`src/pkg/adc_cfg_pkg.sv`:
```
// constants, codes and carriers for the two converter setup registers
// assumes one core clock; commands arrive already decoded from the serial layer
package adc_cfg_pkg;

    localparam int unsigned ADDR_W = 2;
    localparam int unsigned DATA_W = 8;
    localparam int unsigned COUNT_W_DEFAULT = 8;

    // register addresses as used by the register read and write commands
    localparam logic [1:0] CONV_SETUP_ADDR  = 2'h1;
    localparam logic [1:0] INTEG_SETUP_ADDR = 2'h2;
    localparam logic [7:0] CONV_SETUP_RESET = 8'h00;
    localparam logic [7:0] INTEG_SETUP_RESET = 8'h00;
    localparam logic [7:0] UNMAPPED_READ    = 8'h00;

    // conversion_setup field positions
    localparam int unsigned DR_MSB     = 7;
    localparam int unsigned DR_LSB     = 5;
    localparam int unsigned SPEED_BIT  = 4;
    localparam int unsigned CONV_BIT   = 3;
    localparam int unsigned REF_MSB    = 2;
    localparam int unsigned REF_LSB    = 1;
    localparam int unsigned TEMP_BIT   = 0;

    // integrity_and_excitation_setup field positions
    localparam int unsigned READY_BIT   = 7;
    localparam int unsigned COUNT_BIT   = 6;
    localparam int unsigned INTEG_MSB   = 5;
    localparam int unsigned INTEG_LSB   = 4;
    localparam int unsigned BURNOUT_BIT = 3;
    localparam int unsigned EXC_MSB     = 2;
    localparam int unsigned EXC_LSB     = 0;

    localparam logic [2:0] DR_RESERVED = 3'h7;

    // modulator clock in kHz
    localparam logic [9:0] MOD_CLK_NORMAL_KHZ = 10'h100;
    localparam logic [9:0] MOD_CLK_TURBO_KHZ  = 10'h200;

    // normal mode sample rates in samples per second; turbo doubles them
    localparam logic [10:0] NORMAL_SPS [8] = '{
        11'd20, 11'd45, 11'd90, 11'd175, 11'd330, 11'd600, 11'd1000, 11'd0
    };

    // excitation current per source in microamps
    localparam logic [10:0] EXC_UA [8] = '{
        11'd0, 11'd10, 11'd50, 11'd100, 11'd250, 11'd500, 11'd1000, 11'd1500
    };

    typedef enum logic [1:0] {
        REF_INTERNAL   = 2'h0,
        REF_EXTERNAL   = 2'h1,
        REF_SUPPLY     = 2'h2,
        REF_SUPPLY_ALT = 2'h3
    } ref_sel_e;

    typedef enum logic [1:0] {
        INTEG_NONE     = 2'h0,
        INTEG_INVERT   = 2'h1,
        INTEG_CRC16    = 2'h2,
        INTEG_RESERVED = 2'h3
    } integrity_e;

    typedef struct packed {
        logic       valid;
        logic       write;
        logic [1:0] addr;
        logic [7:0] wdata;
    } cmd_s;

    typedef struct packed {
        logic [10:0] rate_sps;
        logic [9:0]  mod_clk_khz;
        logic        continuous;
        ref_sel_e    ref_sel;
        logic        temp_mode;
        logic        cfg0_bypass;
        logic        counter_en;
        integrity_e  integrity;
        logic        burnout_en;
        logic [10:0] exc_ua;
        logic        reserved_code;
    } setup_s;

endpackage

```
`src/logic/setting_decode.sv`:
```
// turns the two raw setup bytes into the settings the analog path uses
// assumes bytes come straight from registers; output is combinational
`timescale 1ns/1ps

module setting_decode (
    input  wire logic [7:0]           conv_i,
    input  wire logic [7:0]           integ_i,
    output adc_cfg_pkg::setup_s       setup_o
);
    import adc_cfg_pkg::*;

    logic [2:0] rate_code;
    logic [1:0] ref_code;
    logic       turbo;
    logic       temp;

    assign rate_code = conv_i[DR_MSB:DR_LSB];
    assign ref_code  = conv_i[REF_MSB:REF_LSB];
    assign turbo     = conv_i[SPEED_BIT];
    assign temp      = conv_i[TEMP_BIT];

    // table lookups; reserved rate code reads as zero rate
    always_comb begin
        setup_o = '0;
        setup_o.rate_sps = turbo ? {NORMAL_SPS[rate_code][9:0], 1'b0}
                                 : NORMAL_SPS[rate_code];
        setup_o.mod_clk_khz = turbo ? MOD_CLK_TURBO_KHZ
                                    : MOD_CLK_NORMAL_KHZ;
        setup_o.continuous = conv_i[CONV_BIT];
        // temperature mode forces the internal reference
        if (temp || ref_code == REF_INTERNAL) begin
            setup_o.ref_sel = REF_INTERNAL;
        end else if (ref_code == REF_EXTERNAL) begin
            setup_o.ref_sel = REF_EXTERNAL;
        end else begin
            setup_o.ref_sel = REF_SUPPLY;
        end
        setup_o.temp_mode   = temp;
        setup_o.cfg0_bypass = temp;
        setup_o.counter_en  = integ_i[COUNT_BIT];
        setup_o.integrity   = integrity_e'(integ_i[INTEG_MSB:INTEG_LSB]);
        setup_o.burnout_en  = integ_i[BURNOUT_BIT];
        setup_o.exc_ua      = EXC_UA[integ_i[EXC_MSB:EXC_LSB]];
        setup_o.reserved_code = (rate_code == DR_RESERVED)
            || (integ_i[INTEG_MSB:INTEG_LSB] == INTEG_RESERVED);
    end

endmodule // setting_decode

```
`src/logic/adc_setup_regs.sv`:
```
// setup registers one and two of the converter, with the result ready flag
// assumes commands, result events and read-outs come from logic on core_clk_i
`timescale 1ns/1ps

// Contract
// conversion_setup at address one, resets zero
// second register at address two, resets zero
// bits seven to five hold data_rate_sel
// rate codes give table rates, turbo doubled
// speed bit zero gives 256 kHz normal
// speed bit one gives 512 kHz turbo
// bit three picks single-shot or continuous
// reference code 00 selects internal reference
// reference code 01 selects external inputs
// codes 10 and 11 select analog supply
// bit zero enables temperature sensor mode
// temperature mode ignores register zero, internal reference
// result_ready_flag read-only, high when result new
// reading conversion data clears result_ready_flag
// bit six enables the conversion data counter
// bits five, four select integrity check
// bit three turns on burn-out sources
// bits two to zero set excitation current
// access only by commands; power-down keeps values
// controller avoids writing reserved codes
// writes skip ready bit, update other fields
module adc_setup_regs #(
    parameter int unsigned COUNT_W = adc_cfg_pkg::COUNT_W_DEFAULT
) (
    input  wire logic                 core_clk_i,
    input  wire logic                 reset_i,
    input  adc_cfg_pkg::cmd_s         cmd_i,
    input  wire logic                 power_down_i,
    input  wire logic                 result_done_i,
    input  wire logic                 data_read_i,
    output logic [7:0]                rd_data_o,
    output logic                      rd_valid_o,
    output adc_cfg_pkg::setup_s       setup_o,
    output logic [COUNT_W-1:0]        sample_count_o,
    output logic                      power_down_o
);
    import adc_cfg_pkg::*;

    // refuse a counter with no bits
    if (COUNT_W < 1) begin : g_bad_width
        $error("COUNT_W must be at least one");
    end

    logic [7:0]         conv_q;
    logic [7:0]         conv_d;
    logic [6:0]         integ_q;
    logic [6:0]         integ_d;
    logic               ready_q;
    logic               ready_d;
    logic [7:0]         rd_data_q;
    logic [7:0]         rd_data_d;
    logic               rd_valid_q;
    logic               rd_valid_d;
    logic [COUNT_W-1:0] count_q;
    logic [COUNT_W-1:0] count_d;
    setup_s             setup_q;
    setup_s             setup_dec;
    logic               pd_q;
    logic               wr_conv;
    logic               wr_integ;
    logic               rd_req;
    logic               settled_q;

    // command decode; only register read and write commands reach here
    assign wr_conv  = cmd_i.valid && cmd_i.write
                      && (cmd_i.addr == CONV_SETUP_ADDR);
    assign wr_integ = cmd_i.valid && cmd_i.write
                      && (cmd_i.addr == INTEG_SETUP_ADDR);
    assign rd_req   = cmd_i.valid && !cmd_i.write;

    // setup register next values; power-down never touches them
    always_comb begin
        conv_d  = conv_q;
        integ_d = integ_q;
        if (wr_conv) begin
            conv_d = cmd_i.wdata;
        end
        if (wr_integ) begin
            integ_d = cmd_i.wdata[6:0];
        end
    end

    always_ff @(posedge core_clk_i or posedge reset_i) begin
        if (reset_i) begin
            conv_q  <= CONV_SETUP_RESET;
            integ_q <= INTEG_SETUP_RESET[6:0];
        end else begin
            conv_q  <= conv_d;
            integ_q <= integ_d;
        end
    end

    // ready flag: a new result in the clearing cycle still sets it
    always_comb begin
        ready_d = ready_q;
        if (result_done_i) begin
            ready_d = 1'b1;
        end else if (data_read_i) begin
            ready_d = 1'b0;
        end
    end

    always_ff @(posedge core_clk_i or posedge reset_i) begin
        if (reset_i) begin
            ready_q <= INTEG_SETUP_RESET[READY_BIT];
        end else begin
            ready_q <= ready_d;
        end
    end

    // read answer one cycle after the command; unmapped reads give zero
    always_comb begin
        rd_valid_d = rd_req;
        rd_data_d  = rd_data_q;
        if (rd_req) begin
            if (cmd_i.addr == CONV_SETUP_ADDR) begin
                rd_data_d = conv_q;
            end else if (cmd_i.addr == INTEG_SETUP_ADDR) begin
                rd_data_d = {ready_q, integ_q};
            end else begin
                rd_data_d = UNMAPPED_READ;
            end
        end
    end

    always_ff @(posedge core_clk_i or posedge reset_i) begin
        if (reset_i) begin
            rd_data_q  <= 8'h00;
            rd_valid_q <= 1'b0;
        end else begin
            rd_data_q  <= rd_data_d;
            rd_valid_q <= rd_valid_d;
        end
    end

    // data counter: cleared while disabled so it restarts cleanly
    always_comb begin
        count_d = count_q;
        if (!integ_q[COUNT_BIT]) begin
            count_d = '0;
        end else if (result_done_i) begin
            count_d = count_q + 1'b1;
        end
    end

    always_ff @(posedge core_clk_i or posedge reset_i) begin
        if (reset_i) begin
            count_q <= '0;
        end else begin
            count_q <= count_d;
        end
    end

    // decoded settings, registered so the analog side sees clean levels
    setting_decode u_decode (
        .conv_i  (conv_q),
        .integ_i ({ready_q, integ_q}),
        .setup_o (setup_dec)
    );

    always_ff @(posedge core_clk_i or posedge reset_i) begin
        if (reset_i) begin
            setup_q <= '0;
            pd_q    <= 1'b0;
        end else begin
            setup_q <= setup_dec;
            pd_q    <= power_down_i;
        end
    end

    assign rd_data_o      = rd_data_q;
    assign rd_valid_o     = rd_valid_q;
    assign setup_o        = setup_q;
    assign sample_count_o = count_q;
    assign power_down_o   = pd_q;

    // first edge out of reset still shows the cleared setup image; hold checks off
    always_ff @(posedge core_clk_i or posedge reset_i) begin
        if (reset_i) begin
            settled_q <= 1'b0;
        end else begin
            settled_q <= 1'b1;
        end
    end
endmodule // adc_setup_regs

```
`config.mk`:
```
export PLATFORM = sky130hd
export DESIGN_NAME = adc_setup_regs
export DESIGN_NICKNAME = d
export VERILOG_FILES = /design/src/pkg/adc_cfg_pkg.sv /design/src/logic/setting_decode.sv /design/src/logic/adc_setup_regs.sv
export SDC_FILE = /design/constraint.sdc
export NUM_CORES = 1
export LEC_CHECK = 0
export BUFFER_PORTS_ARGS = -buffer_cell sky130_fd_sc_hd__buf_2
export CORE_MARGIN = 2
export CORE_UTILIZATION = 31
export DETAILED_ROUTE_END_ITERATION = 10
export GPL_TIMING_DRIVEN = 0
export HOLD_SLACK_MARGIN = 0.08
export PLACE_DENSITY = 0.65
export RECOVER_POWER = 25
export SLEW_MARGIN = 20
export SYNTH_ARGS = -nofsm -noshare
export SYNTH_HDL_FRONTEND = slang
export SYNTH_SLANG_ARGS = --single-unit
export TNS_END_PERCENT = 5
```
`constraint.sdc`:
```
create_clock -name core_clk_i -period 1.8 [get_ports core_clk_i]
set_input_delay 0.27 -clock core_clk_i [delete_from_list [all_inputs] [get_ports core_clk_i]]
set_output_delay 0.27 -clock core_clk_i [all_outputs]
set_load 0.02 [all_outputs]
```
# Word level (Yosys, flattened, before mapping)
# Memory sizes are Yosys's and may differ from the RTL's. A register that Yosys moved wholly into a read port is not among the register bits.
# Index checks and enable logic that the tools add are counted.
# W data, S select, Z words.
# classes
n_eq_ne	6
n_bitwise	2
muxes	12
magnitude_cmp	1
n_addsub	1
reduce_logical	9
# ops
operator	n
$mux W11	3
$mux W8	4
$mux W10	1
$add A8 B1 Y8 const B	1
$not A3 Y4	2
$eq A2 B1 Y1 const B	2
$eq A2 B2 Y1 const B	2
$ge A4 B4 Y1 const B	1
$logic_and A1 B1 Y1	4
$mux W2	2
$eq A3 B3 Y1 const B	1
$logic_not A2 Y1	1
$logic_or A1 B1 Y1	2
$mux W1	2
$ne A2 B2 Y1 const B	1
$reduce_bool A2 Y1	1
$logic_not A1 Y1	1
# totals
n_memories	2
rom_bits	176
ff_bits	64
inputBits	17
out_inout_bits	60
# mem_list
memory	words	word_bits	read_ports	rd_clocked_by_memory_dff	write_ports	line_no	text
(no name shown)	8	11	1	1	0	setting_decode.sv:43	setup_o.exc_ua = EXC_UA[integ_i[EXC_MSB:EXC_LSB]];
(no name shown)	8	11	1	0	0	setting_decode.sv:25	setup_o.rate_sps = turbo ? {NORMAL_SPS[rate_code][9:0], 1'b0}

# Depth between registers and ports, before layout
# Gate-level depths: netlist (run 1).
# depth
depth_word	5
ltp_mapped	5

# Hierarchy
# Synthesis (run 1) repeated with hierarchy kept, for this count alone.
# unflattened
hier_cells	241
area_unflattened_um2	3093.0
# modules_own_cells
mod	cells_per_inst	area_each_um2	n_inst	seq_area_each_um2
adc_setup_regs	158	2467.4	1	1901.8
setting_decode	83	625.6	1	0.0

# Least setup slack after synthesis (run 1)
# Ideal clock, no wire load.
# synth_path
kind	register to register
startpoint	register count_q[0], in the netlist sample_count_o[0]
endpoint	register count_q[6], in the netlist sample_count_o[6]
synth_period_minus_slack_ns	1.319
required_ns	1.722
arrival_ns	1.241
setup_time_ns	0.078
stages_incl_launch_ff	5
path_buffers	0
slack_ns	0.481
path_cell_list	dfrtp_1 ha_1 nand2_1 or3_1 a21boi_1
# synth_via
elab_chain_len	3
# synth_rtl
element	line_no	text
start, declared	adc_setup_regs.sv:59	logic [COUNT_W-1:0] count_q;
start signal, assigned	adc_setup_regs.sv:155	count_q <= count_d;
$add A8 B1 Y8	adc_setup_regs.sv:147	count_d = count_q + 1'b1;
$mux W8	adc_setup_regs.sv:146	end else if (result_done_i) begin
$mux W8	adc_setup_regs.sv:144	if (!integ_q[COUNT_BIT]) begin
# No other way between the ends. The select of a mux whose other input is x is not followed.
# A chain may end at the register's enable or synchronous reset.

==> results of run 1 <==
layout by cell type (no fill, tap or decap), drive strengths merged:
master and count:
a21boi 2, a21o 1, a21oi 5, a22o 1, a22oi 8, and2 6
and2b 1, and3 1, buf 81, clkbuf 17, clkinv 2, clkinvlp 2
conb 9, dfrtp 66, dlygate4sd3 2, ha 15, inv 8, mux2 17
mux2i 10, nand2 14, nand2b 4, nand3 5, nand4 3, nor2 6
nor2b 4, nor3 1, nor3b 1, o21ai 16, or2 1, or3 2
xnor2 3, xor2 1
worst max-delay path, delay by kind of cell (launching register included):
kind            cells  cell delay (ns)
flops               1             0.49
fa+ha+maj           1             0.26
buf+inv             1             0.16
simple gates        1             0.16
compound gates      1             0.11
mux                 1             0.11
worst paths after layout:
check                           startpoint          end  slack, ns  depth (start not counted)
worst max-delay path             conv_q[5]  setup_o[36]       0.39                          5
worst min-delay path              cmd_i[7]    conv_q[7]       0.19                          2
worst max register to register   conv_q[5]  setup_o[36]       0.39                          5
worst min register to register  integ_q[6]  setup_o[15]       0.40                          0
max in group asynchronous          reset_i    conv_q[0]       0.56                          4
min in group asynchronous          reset_i  setup_o[15]       0.65                          3
per-layer routing:
metal	up-vias	share of wire	GRT usage
met5	-	0	0
met4	0	0.013	0.05690
met3	4	0.058	0.04318
met2	43	0.49	0.1928
met1	892	0.44	0.1381
li1	909	-	-
power by group through the flow:
stage	sequential (mW)	clock (mW)	combinational, mW
finish	1.99	1.12	1.27
global route	2.02	1.23	1.39
CTS	1.99	1.17	1.29
detailed placement	2.01	0	1.28
global placement	2.01	0	1.26
floorplan	2.30	0	0.556
area by class of cell:
type | count | share of cell area
flip-flops and latches | 66 | 0.4585
clock inverters | 2 | 0.003473
inverters | 10 | 0.01077
plain buffers | 18 | 0.03369
well taps | 111 | 0.03856
clock buffers | 12 | 0.04585
repair buffers | 70 | 0.1101
multi-input cells | 137 | 0.2991
flip-flops by register name (all words and copies together) (netlist names):
name	flops
ready_q	1
sample_count_o	8
conv_q	8
power_down_o	1
setup_o	32
rd_valid_o	1
rd_data_o	8
integ_q	7
logic make-up (layout without fill, tap and decap cells):
logic type               after synthesis  after routing  synth area share
AO/OA/AOI/OAI                         33             33           0.06871
XOR/XNOR                               4              4           0.01226
adder cells (fa/ha/maj)               15             15           0.06565
buffers and inverters                 28            112           0.05602
flip-flops                            66             66            0.5777
multiplexers                          27             27            0.1217
other                                  1              9          0.001312
AND/OR/NAND/NOR                       49             49           0.09672
repair_timing:
item / in CTS / in global routing
endpoints found under the setup margin: 0 / 0
endpoints found under the hold margin: 17 / 0
hold buffers: 2 / 0
==> results.cfg, run 1 <==
[worst_setup_path]
crit_required_ns = 2.00
path_class = reg -> reg
endpoint_kind = flip-flop
worstPathMaxFanout = 8
critPathMaxStageDelay_ns = 0.49
cp_slowest_cell = dfrtp_1
worstPathArrival_ns = 1.61
start_kind = flip-flop
crit_chain = inv_1 > ha_1 > nand2b_1 > o21ai_0 > mux2i_1

[layout]
final_cells = 426
drive_above_1_share = 0.3683
fill_cells = 896
multi_input_comb_area_mm2 = 0.001077
fin_nets = 344
final_cell_area_mm2 = 0.003602
utilization = 0.3955
diodes = 0
area_growth_pct = 26.00
regArea_mm2 = 0.001652

[global_routing]
track_usage = 0.1181
grt_pass1_wl_um = 8797
antenna_found_initial = 0
overflow = 0
grt_pass1_vias = 1783
grt_max_degree = 29

[sta]
min_period_over_period = 0.7849
setup_viol = 0
setup_tns_ns = 0
timing.fmax_mhz = 707.8
fin_skew_ns = 0.006800
slew_viol_final = 0
rsz0062_at_grt = false
tightest_slew_ns = 0.9392
finalHoldViolCount = 0
setup_slack_ns = 0.3872
slew_headroom = 0.3704
timing.hold.ws_ns = 0.1856
min_period_ns = 1.413

[clock_tree]
clk_path_buf_depth = 2
insertion_delay_ns = 0.32
path_clk_slew_ns = 0.07
numCtsBuffers = 9
clock-sinks = 66
cts_tree = yes
ctsResizeCount = 0
post_cts_buffers = 0
h-tree-depth = 3
clock-root-buffer = clkbuf_8

[placed_design]
place_congestion = 0.7817
dp_slack_ns = 0.3746
place_area_mm2 = 0.003410
placed_cells = 410
portBuffers = 66
dp_hpwl_um = 4112

[detailed_routing]
drc = 0
routed_wl_um = 5635
wl_per_cell_um = 13.23
detail_route.vias_per_cell = 4.338
drt_iter0_drc = 66
antenna_left = 0
dr_total_vias = 1848
firstDrtPassIters = 4

[synth]
synth.top_cell.area_share = 0.5777
yosysWarningCount = 0
synthArstFlopShare = 1.000
synth_edf_count = 0
ys_top_cells_by_area = dfrtp_1 (58%), mux2_4 (7.9%), ha_1 (6.6%)
syn_area_mm2 = 0.002859
synth.ff_latch_count = 66
syn-instance-count = 223
synth.distinct_cells = 34
synthTopCellsByCount = dfrtp_1 (66), o21ai_0 (16), ha_1 (15), mux2_4 (15), nand2_1 (14)
syn_area_per_cell_um2 = 12.82
yosysMostFrequentCell = dfrtp_1
synth-seq-area-share = 0.5777
synthFlopType = dfrtp_1
yosys.area.top_type = dfrtp_1

[power]
cellLeakagePower_nw = 1.868
switching_share = 0.3349
seqPwrFrac = 0.454
total_power_mw = 4.375
peakVddDrop_v = 0.0003222
power.clock.fraction = 0.256
power.internal_mw = 2.909
comb_power_share = 0.291
p_sw_mw = 1.465
power_density_mw_per_mm2 = 1214

[die]
core-area_mm2 = 0.009109
die_h_um = 100.0
initial_core_util = 0.3139
io_pins = 77
dieArea_mm2 = 0.01001
num_rows = 35
die_x_um = 100.0

[min_path]
hp-class = in -> reg

[job]
maxCapViolations = 0

[run_status]
outcome = completed
No activity file was read; power rests on OpenSTA's default activity.
==> inputs of run 2 (changes only) <==
--- a/config.mk
+++ b/config.mk
@@ -5,13 +5,14 @@
 export SDC_FILE = /design/constraint.sdc
 export NUM_CORES = 1
 export LEC_CHECK = 0
+export ABC_AREA = 1
 export BUFFER_PORTS_ARGS = -buffer_cell sky130_fd_sc_hd__buf_2
 export CORE_MARGIN = 2
 export CORE_UTILIZATION = 31
 export DETAILED_ROUTE_END_ITERATION = 10
 export GPL_TIMING_DRIVEN = 0
 export HOLD_SLACK_MARGIN = 0.08
-export PLACE_DENSITY = 0.65
+export PLACE_DENSITY = 0.63
 export RECOVER_POWER = 25
 export SLEW_MARGIN = 20
 export SYNTH_ARGS = -nofsm -noshare
==> constraint.sdc (replaced) <==
create_clock -name core_clk_i -period 1.41 [get_ports core_clk_i]
set_input_delay 0.2115 -clock core_clk_i [delete_from_list [all_inputs] [get_ports core_clk_i]]
set_output_delay 0.2115 -clock core_clk_i [all_outputs]
set_load 0.02 [all_outputs]
==> run 2 against run 1 <==
  * Fmax up 10%
  * Cell area shrank 0.83%
  * Core utilization grew 1.2 points
  * Global-route usage rose by 1.3 points
==> results.cfg, run 2 <==
[placed_design]
dp_hpwl_um = 4411
placed_cells = 466
dp_slack_ns = 0.04059
portBuffers = 66
place_area_mm2 = 0.003367
place_congestion = 0.7590

[layout]
drive_above_1_share = 0.2891
fill_cells = 876
multi_input_comb_area_um2 = 942.2
area_growth_pct = 26.33
fin_nets = 404
regArea_mm2 = 0.001654
final_cells = 485
layout_common_cells = buf_2 (64), dfrtp_1 (64), nand2_1 (56)
final_cell_area_mm2 = 0.003572
diodes = 0
largest_reg_flops = 32

[global_routing]
antenna_found_initial = 0
grt_pass1_wl_um = 10130
grt_max_degree = 30
overflow = 0
track_usage = 0.1308
grt_pass1_vias = 2113

[detailed_routing]
antenna_left = 0
wl_per_cell_um = 12.36
drt_iter0_drc = 58
firstDrtPassIters = 4
detail_route.vias_per_cell = 4.416
drc = 0
routed_wl_um = 5995
dr_total_vias = 2142

[sta]
finalHoldViolCount = 0
min_period_over_period = 0.9090
setup_slack_ns = 0.1284
setup_viol = 0
slew_headroom = 0.5688
tightest_slew_ns = 0.6444
setup_tns_ns = 0
timing.hold.ws_ns = 0.1309
min_period_ns = 1.282
rsz0062_at_grt = false
slew_viol_final = 0
timing.fmax_mhz = 780.2
fin_skew_ns = 0.004217

[clock_tree]
clk_path_buf_depth = 2
clock-sinks = 66
cts_tree = yes
post_cts_buffers = 0
numCtsBuffers = 9
clock-root-buffer = clkbuf_8
insertion_delay_ns = 0.34
path_clk_slew_ns = 0.07
h-tree-depth = 3

[die]
dieArea_mm2 = 0.009901
die_x_um = 99.51
core-area_mm2 = 0.008763
die_h_um = 99.51
num_rows = 34
io_pins = 77
initial_core_util = 0.3227

[synth]
synthArstFlopShare = 1.000
synthXorXnorAreaFrac = 0
syn_area_per_cell_um2 = 10.03
syn_area_mm2 = 0.002828
yosysWarningCount = 0
synth.top_cell.area_share = 0.5841
synth.ff_latch_count = 66
yosys.area.top_type = dfrtp_1
synthAdderAreaFrac = 0.06637
yosysMostFrequentCell = dfrtp_1
synthTopCellsByCount = dfrtp_1 (66), nand2_1 (55), nor2_1 (26)
synth.distinct_cells = 24
synthMuxAreaShare = 0
synth-seq-area-share = 0.5841
yosys.area_share.simple = 0.1606
synth_top_family_by_area = simple AND/OR/NAND/NOR gates
synth-compound-area-share = 0.1053
synthFlopType = dfrtp_1
ys_top_cells_by_area = dfrtp_1 (58%), nand2_1 (7.3%), ha_1 (6.6%)
synth_edf_count = 0
syn-instance-count = 282

[worst_setup_path]
endpoint_kind = flip-flop
start_kind = flip-flop
crit_required_ns = 1.61
worstPathArrival_ns = 1.49
worstPathMaxFanout = 8
path_class = reg -> reg

[job]
maxCapViolations = 0

[min_path]
hp-class = in -> reg

[power]
cellLeakagePower_nw = 1.870
peakVddDrop_v = 0.0005013
power_density_mw_per_mm2 = 1544

[run_status]
outcome = completed
## run 2: changes by cell type after synthesis, sizes merged, moves of 6 or more
| cell | delta |
|---|---|
| nor2 | +23 |
| inv | +19 |
| a22oi | -8 |
| and2 | -6 |
| nand2 | +42 |
| mux2i | -10 |
| o21ai | +20 |
| mux2 | -17 |
| a31oi | +8 |
| nand3 | +12 |
## run 2: report_power, final
part | internal, mW | switching [mW] | leakage (nW)
registers | 2.24 | 0.198 | 0.827
clock network | 1.03 | 0.702 | 0.116
logic | 0.457 | 0.890 | 0.927
## run 2: final cells by class
| cell class | count | area share |
|---|---|---|
| sequential | 66 | 0.4630 |
| buffer | 18 | 0.03363 |
| tap | 108 | 0.03783 |
| multi-input combinational | 178 | 0.2637 |
| timing repair buffer | 71 | 0.1110 |
| clock buffer | 10 | 0.03853 |
| inverter | 28 | 0.02977 |
| clock inverter | 6 | 0.02242 |
## run 2: cells by family (layout without fill, tap and decap cells)
group | count (synthesis) | count (layout)
AO/OA/AOI/OAI | 51 | 51
adder cells (fa/ha/maj) | 15 | 15
buffers and inverters | 46 | 133
other | 1 | 9
flip-flops | 66 | 66
AND/OR/NAND/NOR | 103 | 103
## run 2: final timing paths
| kind | endpoint | start | cells after the start | slack [ns] |
|---|---|---|---|---|
| max | setup_o[39] | conv_q[5] | 6 | 0.13 |
| min | conv_q[7] | cmd_i[7] | 3 | 0.13 |
| max reg2reg | setup_o[39] | conv_q[5] | 6 | 0.13 |
| min reg2reg | setup_o[15] | integ_q[6] | 0 | 0.38 |
| max in group asynchronous | conv_q[6] | reset_i | 5 | 0.22 |
| min in group asynchronous | setup_o[6] | reset_i | 3 | 0.45 |
## run 2: worst max-delay path, cell delays in order (launching register included)
cell,delay [ns]
dfrtp_2,0.44
inv_1,0.12
ha_1,0.22
nand2_1,0.11
o21ai_1,0.11
nand2_1,0.08
o21ai_0,0.08
## run 2: timing repair
action | 4_1_cts | 5_1_grt
gates resized for setup | 0 | 3
hold endpoints to repair | 13 | 0
hold buffers | 3 | 0
endpoints found under the setup margin | 0 | 6
## run 2: stage by stage
step	utilization	power, mW
2_1_floorplan	-	3.360
3_3_place_gp	0.3796	3.794
3_5_place_dp	0.3842	3.847
4_1_cts	0.4125	5.599
5_1_grt	0.4076	5.852
6_report	0.4076	5.515
## run 2: routing by layer
layer / part of all wire / wire length (µm) / global-route usage
met1: 0.43 / 2597 / 0.1602
met2: 0.49 / 2961 / 0.2162
met3: 0.053 / 320 / 0.03022
met4: 0.019 / 114 / 0.06639
met5: 0 / 0 / 0
==> inputs of run 3 (changes only) <==
--- a/config.mk
+++ b/config.mk
@@ -7,6 +7,7 @@
 export LEC_CHECK = 0
 export ABC_AREA = 1
 export BUFFER_PORTS_ARGS = -buffer_cell sky130_fd_sc_hd__buf_2
+export CORE_ASPECT_RATIO = 1.2
 export CORE_MARGIN = 2
 export CORE_UTILIZATION = 31
 export DETAILED_ROUTE_END_ITERATION = 10
==> run 3 against run 2 <==
  * Critical path depth down 2
  * Sequential power about the same
  * Combinational power about the same
  * Core utilization down 0.70 points
  * Clock skew up 0.0038 ns
  * Critical path type unchanged
  * Critical endpoint unchanged
==> results.cfg, run 3 (synthesis gave the netlist of run 2 again) <==
[sta]
slew_headroom = 0.6225
timing.fmax_mhz = 780.5
finalHoldViolCount = 0
setup_slack_ns = 0.1287
min_period_ns = 1.281
rsz0062_at_grt = false
tightest_slew_ns = 0.5641
slew_viol_final = 0
setup_tns_ns = 0
fin_skew_ns = 0.008035
min_period_over_period = 0.9087
setup_viol = 0

[die]
num_rows = 38
core-area_mm2 = 0.008939
dieArea_mm2 = 0.009905
die_h_um = 108.6
die_x_um = 91.19
io_pins = 77
initial_core_util = 0.3163

[detailed_routing]
wl_per_cell_um = 11.70
drc = 0
firstDrtPassIters = 4
detail_route.vias_per_cell = 4.165
antenna_left = 0
drt_iter0_drc = 40
dr_total_vias = 2070
routed_wl_um = 5816

[power]
power_density_mw_per_mm2 = 1502
cellLeakagePower_nw = 1.869
peakVddDrop_v = 0.0004687

[worst_setup_path]
crit_chain = inv_1 > ha_1 > o21ai_0 > o21ai_0
critPathMaxStageDelay_ns = 0.45
worstPathArrival_ns = 1.50
worstPathMaxFanout = 8
start_kind = flip-flop
cp_common_cell = o21ai_0
path_class = reg -> reg
cp_top_family = flip-flops
path_buf_inv = 1
endpoint_kind = flip-flop
cp-startpoint = conv_q[5]
crit_required_ns = 1.63
reg2reg_from = conv_q[5]
cp_slowest_cell = dfrtp_2

[min_path]
hp-class = in -> reg
hold_path_startpoint = cmd_i[7]

[clock_tree]
numCtsBuffers = 9
insertion_delay_ns = 0.35
path_clk_slew_ns = 0.07
clock-root-buffer = clkbuf_8
clk_path_buf_depth = 2
h-tree-depth = 3
clock-sinks = 66
cts_tree = yes
post_cts_buffers = 0

[global_routing]
track_usage = 0.1253
grt_pass1_vias = 2008
grt_pass1_wl_um = 9439
overflow = 0
grt_max_degree = 30
antenna_found_initial = 0

[layout]
largest_reg_flops = 32
layout_common_cells = buf_2 (67), dfrtp_1 (64), nand2_1 (56)
drive_above_1_share = 0.2997
area_growth_pct = 26.64
diodes = 0
fin_nets = 404
final_cell_area_mm2 = 0.003581
utilization = 0.4006
final_common_cell = buf_2

[run_status]
outcome = completed

[placed_design]
portBuffers = 66
dp_slack_ns = 0.01215
dp_hpwl_um = 4296
place_area_mm2 = 0.003382
place_congestion = 0.8144

[job]
maxCapViolations = 0
[run 3: repair_timing]
| item | in CTS | in global routing |
|---|---|---|
| endpoints found under the hold margin | 39 | 0 |
| endpoints found under the setup margin | 0 | 5 |
| resized for setup | 0 | 3 |
| hold buffers | 3 | 0 |
[run 3: worst register-to-register path, stage by stage, from the launching register on]
cell	delay (ns)
dfrtp_2	0.45
inv_1	0.12
ha_1	0.22
o21ai_0	0.24
o21ai_0	0.12
[run 3: per-layer routing]
layer  global-route usage  vias to the layer above  part of all wire
met2               0.2026                       45              0.49
met1               0.1477                      952              0.43
met5                    0                        -                 0
li1                     -                     1062                 -
met4              0.09091                        0             0.032
met3              0.02833                       11             0.043
[run 3: final cells by class]
type	instances	area, µm²
fill	905	5358
sequential	66	1654
multi-input combinational	178	949.7
timing repair buffer	71	399.1
clock buffer	11	151.4
tap	120	150.1
buffer	18	117.6
inverter	28	106.4
clock inverter	5	52.55
[run 3: worst paths after layout]
path / to / slack [ns] / cells after the start
worst max register to register: setup_o[39] / 0.13 / 4
worst max-delay path: setup_o[39] / 0.13 / 4
min in group asynchronous: setup_o[4] / 0.45 / 3
worst min register to register: setup_o[15] / 0.38 / 0
max in group asynchronous: conv_q[5] / 0.25 / 5
worst min-delay path: conv_q[7] / 0.12 / 3
[run 3: where the power goes]
part,internal (mW),switching (mW)
Clock,0.902,0.703
Combinational,0.462,0.886
Sequential,2.24,0.190
Total,3.60,1.78
[run 3: through the flow]
stage          hold WS (ns)  power [mW]  cells
2_1_floorplan        0.2429       3.360    290
3_3_place_gp         0.3204       3.793    476
3_5_place_dp         0.1769       3.835    478
4_1_cts              0.1024       5.467    497
5_1_grt              0.1259       5.696    497
6_report             0.1167       5.380    497
